## src/verilog/cdt_pkg.sv

```systemverilog
// Purpose: constants shared by the cascaded down timer files
// Assumes: byte-wide register port, one 100 MHz clock
// Notes:   control and interrupt offsets sit in unused reserved slots
package cdt_pkg;
   localparam logic [7:0] ADDR_LOW_RELOAD   = 8'h00_c8;
   localparam logic [7:0] ADDR_HIGH_RELOAD  = 8'h00_c9;
   localparam logic [7:0] ADDR_LOW_COUNT    = 8'h00_ca;
   localparam logic [7:0] ADDR_HIGH_COUNT   = 8'h00_cb;
   localparam logic [7:0] ADDR_CTRL_LOW     = 8'h00_cc;
   localparam logic [7:0] ADDR_IRQ_STATUS   = 8'h00_cd;
   localparam logic [7:0] ADDR_IRQ_MASK     = 8'h00_ce;
   localparam int         CTRL_ENABLE_BIT   = 0;
   localparam int         CTRL_RELOAD_BIT   = 1;
   localparam int         IRQ_ZERO_BIT      = 0;
   localparam logic [7:0] CTRL_RESET        = 8'h00_00;
   localparam logic [7:0] BYTE_RESET        = 8'h00_00;
   localparam logic [7:0] IRQ_MASK_RESET    = 8'h00_00;
   localparam logic [7:0] BYTE_ZERO         = 8'h00_00;
   localparam logic [7:0] BYTE_ONE          = 8'h00_01;
endpackage : cdt_pkg

```

## src/verilog/cdt_byte_if.sv

```systemverilog
// Purpose: carries one timer byte's write and writeback signals
// Assumes: single clock domain
// Notes:   reg side holds the byte, ctl side steers it
`timescale 1ns/1ps
interface cdt_byte_if;
   logic       sw_we;
   logic [7:0] sw_data;
   logic       hw_we;
   logic [7:0] hw_data;
   logic [7:0] value;
   modport reg_side (input sw_we, input sw_data, input hw_we,
                     input hw_data, output value);
   modport ctl_side (output sw_we, output sw_data, output hw_we,
                     output hw_data, input value);
endinterface : cdt_byte_if

```

## src/verilog/cdt_byte_reg.sv

```systemverilog
// Purpose: one timer count byte, software write over hardware writeback
// Assumes: at most one software and one hardware write per cycle
// Notes:   used for both count bytes
`timescale 1ns/1ps
module cdt_byte_reg (
   input  wire logic clk,
   input  wire logic rst,
   cdt_byte_if.reg_side bif
);
   logic [7:0] value_r;
   always_ff @(posedge clk or posedge rst) begin
      if (rst) begin
         value_r <= cdt_pkg::BYTE_RESET;
      end else if (bif.sw_we) begin
         value_r <= bif.sw_data;
      end else if (bif.hw_we) begin
         value_r <= bif.hw_data;
      end
   end
   assign bif.value = value_r;
endmodule // cdt_byte_reg

```

## src/verilog/cdt_timer.sv

```systemverilog
// Purpose: 16-bit down timer built from two cascaded byte timers
// Assumes: register strobes are one cycle, never both at once
// Notes:   zero seen while running counts as the terminal event
`timescale 1ns/1ps
// Behaviour
// The two byte timers only ever run joined as one 16-bit timer.
// The high byte timer holds the upper byte, the low one the lower.
// Each byte timer has a writable and readable reload and count byte.
// Enabling starts counting down from the count already held.
// Counting goes on to zero, where an interrupt request is raised.
// Without auto-reload the timer stops at zero and clears its enable.
// With auto-reload the reload bytes are copied in and counting goes on.
// A count written while running is where counting continues from.
// A reload written while active is used at the next zero.
// A software write beats a same-cycle hardware writeback.
// Writes to any timer register are accepted at any time.
// Software uses the timer bytes for timing only.
// The low control register is all zeros after reset.
// The low control register holds enable and auto-reload bits.
// The count decrements as one 16-bit value, zero seen on all bits.
module cdt_timer (
   input  wire logic       clk,
   input  wire logic       rst,
   input  wire logic [7:0] addr,
   input  wire logic [7:0] wdata,
   input  wire logic       wr,
   input  wire logic       rd,
   output logic      [7:0] rdata,
   output logic            irq
);
   logic [7:0] low_reload_r;
   logic [7:0] high_reload_r;
   logic [7:0] ctrl_r;
   logic [7:0] irq_status_r;
   logic [7:0] irq_mask_r;
   logic [7:0] rdata_r;
   logic       irq_r;
   logic       running;
   logic       at_zero;
   logic       zero_evt;
   logic       auto_reload;
   logic       wr_low_cnt;
   logic       wr_high_cnt;
   logic       wr_ctrl;
   logic [15:0] count_now;
   logic [15:0] count_nxt;

   cdt_byte_if low_bif ();
   cdt_byte_if high_bif ();

   cdt_byte_reg u_low_count (
      .clk (clk),
      .rst (rst),
      .bif (low_bif)
   );
   cdt_byte_reg u_high_count (
      .clk (clk),
      .rst (rst),
      .bif (high_bif)
   );

   assign wr_low_cnt  = wr && (addr == cdt_pkg::ADDR_LOW_COUNT);
   assign wr_high_cnt = wr && (addr == cdt_pkg::ADDR_HIGH_COUNT);
   assign wr_ctrl     = wr && (addr == cdt_pkg::ADDR_CTRL_LOW);

   assign running     = ctrl_r[cdt_pkg::CTRL_ENABLE_BIT];
   assign auto_reload = ctrl_r[cdt_pkg::CTRL_RELOAD_BIT];
   assign count_now   = {high_bif.value, low_bif.value};
   assign at_zero     = (count_now == 16'h0000);
   assign zero_evt    = running && at_zero;

   // single 16-bit step; borrow out of the low byte moves the high one
   always_comb begin
      if (zero_evt && auto_reload) begin
         count_nxt = {high_reload_r, low_reload_r};
      end else begin
         count_nxt = count_now - 16'h0001;
      end
   end

   assign low_bif.sw_we    = wr_low_cnt;
   assign low_bif.sw_data  = wdata;
   assign high_bif.sw_we   = wr_high_cnt;
   assign high_bif.sw_data = wdata;
   // no writeback when stopping single-shot: the count rests at zero
   assign low_bif.hw_we    = running && !(at_zero && !auto_reload);
   assign low_bif.hw_data  = count_nxt[7:0];
   assign high_bif.hw_we   = running && !(at_zero && !auto_reload);
   assign high_bif.hw_data = count_nxt[15:8];

   // reload bytes
   always_ff @(posedge clk or posedge rst) begin
      if (rst) begin
         low_reload_r  <= cdt_pkg::BYTE_RESET;
         high_reload_r <= cdt_pkg::BYTE_RESET;
      end else if (wr) begin
         if (addr == cdt_pkg::ADDR_LOW_RELOAD) begin
            low_reload_r <= wdata;
         end
         if (addr == cdt_pkg::ADDR_HIGH_RELOAD) begin
            high_reload_r <= wdata;
         end
      end
   end

   // control; a software write beats the single-shot clear
   always_ff @(posedge clk or posedge rst) begin
      if (rst) begin
         ctrl_r <= cdt_pkg::CTRL_RESET;
      end else if (wr_ctrl) begin
         ctrl_r <= wdata;
      end else if (zero_evt && !auto_reload) begin
         ctrl_r[cdt_pkg::CTRL_ENABLE_BIT] <= 1'b0;
      end
   end

   // sticky status, set beats write-one-to-clear
   always_ff @(posedge clk or posedge rst) begin
      if (rst) begin
         irq_status_r <= cdt_pkg::BYTE_RESET;
      end else begin
         if (wr && (addr == cdt_pkg::ADDR_IRQ_STATUS)) begin
            irq_status_r <= irq_status_r & ~wdata;
         end
         if (zero_evt) begin
            irq_status_r[cdt_pkg::IRQ_ZERO_BIT] <= 1'b1;
         end
      end
   end

   always_ff @(posedge clk or posedge rst) begin
      if (rst) begin
         irq_mask_r <= cdt_pkg::IRQ_MASK_RESET;
      end else if (wr && (addr == cdt_pkg::ADDR_IRQ_MASK)) begin
         irq_mask_r <= wdata & cdt_pkg::BYTE_ONE;
      end
   end

   // irq lags status by one cycle so it comes from a flop
   always_ff @(posedge clk or posedge rst) begin
      if (rst) begin
         irq_r <= 1'b0;
      end else begin
         irq_r <= |(irq_status_r & irq_mask_r);
      end
   end

   // read data stand only in the cycle after the strobe
   always_ff @(posedge clk or posedge rst) begin
      if (rst) begin
         rdata_r <= cdt_pkg::BYTE_ZERO;
      end else if (rd) begin
         case (addr)
            cdt_pkg::ADDR_LOW_RELOAD:  rdata_r <= low_reload_r;
            cdt_pkg::ADDR_HIGH_RELOAD: rdata_r <= high_reload_r;
            cdt_pkg::ADDR_LOW_COUNT:   rdata_r <= low_bif.value;
            cdt_pkg::ADDR_HIGH_COUNT:  rdata_r <= high_bif.value;
            cdt_pkg::ADDR_CTRL_LOW:    rdata_r <= ctrl_r;
            cdt_pkg::ADDR_IRQ_STATUS:  rdata_r <= irq_status_r;
            cdt_pkg::ADDR_IRQ_MASK:    rdata_r <= irq_mask_r;
            default:                   rdata_r <= cdt_pkg::BYTE_ZERO;
         endcase
      end else begin
         rdata_r <= cdt_pkg::BYTE_ZERO;
      end
   end

   assign rdata = rdata_r;
   assign irq   = irq_r;
endmodule // cdt_timer

```

## config.mk

```make
export PLATFORM = sky130hd
export DESIGN_NAME = cdt_timer
export DESIGN_NICKNAME = d
export VERILOG_FILES = /design/src/verilog/cdt_pkg.sv /design/src/verilog/cdt_byte_if.sv /design/src/verilog/cdt_byte_reg.sv /design/src/verilog/cdt_timer.sv
export SDC_FILE = /design/constraint.sdc
export NUM_CORES = 1
export LEC_CHECK = 0
export BUFFER_PORTS_ARGS = -buffer_cell sky130_fd_sc_hd__buf_4
export CAP_MARGIN = 20
export CORE_UTILIZATION = 58
export CTS_BUF_LIST = sky130_fd_sc_hd__clkbuf_2 sky130_fd_sc_hd__clkbuf_4 sky130_fd_sc_hd__clkbuf_8
export DETAILED_ROUTE_END_ITERATION = 8
export PLACE_DENSITY = 0.86
export SETUP_SLACK_MARGIN = 0.1
export SLEW_MARGIN = 20
export SYNTH_ARGS = -nofsm -noshare
export SYNTH_HDL_FRONTEND = slang
export SYNTH_HIERARCHICAL = 1
export SYNTH_SLANG_ARGS = --single-unit
export TNS_END_PERCENT = 30
```

## constraint.sdc

```tcl
create_clock -name clk -period 3.43 [get_ports clk]
set_input_delay 0 -clock clk [delete_from_list [all_inputs] [get_ports clk]]
set_output_delay 0 -clock clk [all_outputs]
set_load 0.02 [all_outputs]
```

==> metrics.yaml <==
global_route:
  grt_max_degree: 43
  grt_overflow: 0
  grt_pass1_wl_mm: 12.1
  antenna_found_initial: 0
  grt_pass1_vias: 2406
  grtUsageTotal_pct: 30.3
cts:
  clock-sinks: 58
  cts_tree: "yes"
  clock_latency_ns: 0.34
  htree_num_levels: 3
  cts_buffer_depth: 2
  clk_transition_reported_paths_ns: 0.07
  numCtsBuffers: 9
  root_buffer: "clkbuf_8"
  cts_resized: 0
timing:
  rsz0062_at_grt: "false"
  max_freq_mhz: 335
  finalSetupViolations: 0
  setup_ws_ns: 0.442
  hold_ws_ns: 0.0672
  slew_viol_final: 0
  finClkSkew_ns: 0.00799
  max_slew_margin_pct: 29.6
  fin_setup_tns_ns: 0
  worst_pin_slew_ns: 1.06
  fin_crit_ns: 2.99
  hold_violations: 0
  finalCritPeriodShare_pct: 87.1
synthesis:
  syn_nets: 312
  yosys_warnings: 6
  synth_seq_area_share_pct: 46.6
  syn_area_um2: 3120
  synthCells: 291
  synth_edf_count: 0
  yosys_register_bits: 58
  yosysUniqueCellTypes: 40
  synth_flop_cell: "dfrtp_1"
  async_reset_ff_share_pct: 100
  postSynthAreaPerCell_um2: 10.7
detailed_routing:
  avgRoutedWirePerCell_um: 18.6
  dr.pass1.iters: 4
  wirelength_mm: 7.54
  drc_errors: 0
  route.antenna.remaining_nets: 0
  vias: 2414
  vias_per_cell: 5.96
  first_iter_violations: 201
critical_path:
  crit_buf_inv: 1
  rr_endpoint: "ctrl_r[0]"
  crit_path_end_kind: "flop"
  rr_startpoint: "u_low_count/bif.value[0]"
  r2r_slack_ns: 0.44
  start_kind: "flop"
  cpMaxStageDelayCell: "o31a_1"
  cp_max_fo: 17
  worstRegToRegCells: 6
  cpLargestDelayFamily: "simple AND/OR/NAND/NOR gates"
  path_class: "flop to flop"
  crit_chain: "inv_1 -> ha_1 -> or4b_1 -> or4b_4 -> o31a_1 -> mux2_2"
  cp_slowest_stage_delay_ns: 0.63
  required_ns: 3.65
  critical_path_arrival_ns: 3.21
floorplanning:
  die_y_um: 75.3
  initial_core_util_pct: 60.6
  rows: 26
  die_w_um: 75.3
  core_um2: 5140
  die-area_um2: 5670
  io_pins: 29
layout:
  area_growth_pct: 17.0
  final_area_um2: 3650
  diodes: 0
  nNetsFinal: 351
  drive_gt1_share_pct: 27.2
placed_design:
  gp_congestion: 0.904
  dpl_cell_area_um2: 3370
  place_ws_ns: 0.485
  dp_hpwl_mm: 4.75
  portBuffers: 28
flow_run:
  drv_cap: 0
hold_path:
  min_path_cells: 3
  worstHoldEndpoint: "rdata[0]"
  hp-class: "input pin to flop"
  hold_start: "addr[1]"
power_and_ir_drop:
  p_per_area_nw_per_um2: 477
  p_leak_nw: 1.54
  vdd_drop_max_mv: 0.390
run_status:
  outcome: "finished clean"
[repair_timing]
item | CTS | global route
buffers inserted | 0 | 0
hold buffers | 9 | 0
hold endpoints to repair | 107 | 0
[synthesized netlist by cell type, types with 3 or more instances]
cell	instances	share of area, %
xor2_1	3	0.84
mux4_2	7	5.1
inv_1	7	0.84
nor2_1	38	4.6
a21boi_0	7	1.7
mux2i_1	17	5.5
mux2_2	31	11
clkbuf_1	7	0.84
nand2b_1	3	0.60
o21ai_1	16	2.6
nand3_1	4	0.64
dfrtp_1	58	47
buf_6	4	1.4
a22oi_1	6	1.4
nor3_1	4	0.64
xnor2_1	8	2.2
a21oi_1	13	2.1
o21ai_0	3	0.48
nand2_1	24	2.9
[worst max path at each step]
stage          cells after the start                        end                     start
6_report                           6                  ctrl_r[0]  u_low_count/bif.value[0]
5_1_grt                           10  u_high_count/bif.value[7]  u_low_count/bif.value[0]
4_1_cts                            6                  ctrl_r[0]  u_low_count/bif.value[0]
3_5_place_dp                       6                  ctrl_r[0]  u_low_count/bif.value[0]
3_3_place_gp                       6                  ctrl_r[0]  u_low_count/bif.value[0]
2_1_floorplan                      9  u_high_count/bif.value[3]  u_low_count/bif.value[0]
[worst register-to-register path, stage by stage, from the launching register on]
cell,delay (ns)
dfrtp_1,0.43
inv_1,0.08
ha_1,0.16
or4b_1,0.56
or4b_4,0.59
o31a_1,0.63
mux2_2,0.42
[final cells by class]
type	count	area [um^2]
flip-flops and latches	58	1450
well taps	70	87.6
clock buffers	10	131
inverters	7	26.3
repair buffers	42	338
multi-input cells	212	1550
fillers	400	1490
clock inverters	6	57.6
[through the flow]
step	power, mW	instances	utilization, %
CTS	1.74	405	70.9
global route	1.82	405	70.9
finish	1.74	405	70.9
detailed placement	1.13	380	65.5
global placement	1.11	380	65.5
floorplan	1.03	291	-
[placed cells by master, fill, tap and decap left out, types with 2 or more instances in the layout]
cell type,instances
nand3b_1,2
a21oi_1,13
clkinv_2,4
clkbuf_8,9
nor2_1,38
a21boi_0,7
nor4_1,2
mux2_2,31
nand2b_1,3
or4_1,2
xor2_1,3
or3_1,2
xnor2_1,8
nor2b_1,2
o31a_1,2
dlygate4sd3_1,9
buf_4,33
nor4b_1,2
nor3_1,4
a22oi_1,6
nand3_1,4
mux2i_1,17
o21ai_1,16
o21ai_0,3
mux4_2,7
nand2_1,24
dfrtp_1,58
inv_1,7
nor3_2,2
nand4_1,2
[cells by family (layout without fill, tap and decap cells)]
group,after synthesis,after routing,share of synthesized area (%)
adders and majority gates,1,1,0.402
muxes,55,55,21.7
AOI/OAI and AO/OA,51,51,9.88
buffers and inverters,21,65,3.53
and+or+nand+nor,94,94,14.8
xor gates and xnor gates,11,11,3.09
DFF,58,58,46.6
[power by group]
group          internal [mW]  switching, mW  leakage (nW)  total, mW
combinational          0.152          0.138         0.714      0.290
sequential             0.749         0.0896         0.730      0.839
clock                  0.338          0.273        0.0992      0.611
[state kept, by name, summed over array words and instances, names as in the netlist]
signal                  count
irq_mask_r                  1
u_low_count/bif.value       8
irq                         1
high_reload_r               8
ctrl_r                      8
low_reload_r                8
irq_status_r                8
u_high_count/bif.value      8
rdata                       8
[layer usage]
| layer | GRT usage (%) | share of wire [%] | vias to the layer above |
|---|---|---|---|
| li1 | - | - | 1114 |
| met1 | 41.2 | 42 | 1186 |
| met2 | 47.7 | 49 | 101 |
| met3 | 6.61 | 6.9 | 13 |
| met4 | 12.3 | 1.8 | 0 |
| met5 | 0 | 0 | - |
Note: power is estimated with default switching activity, not from simulation.
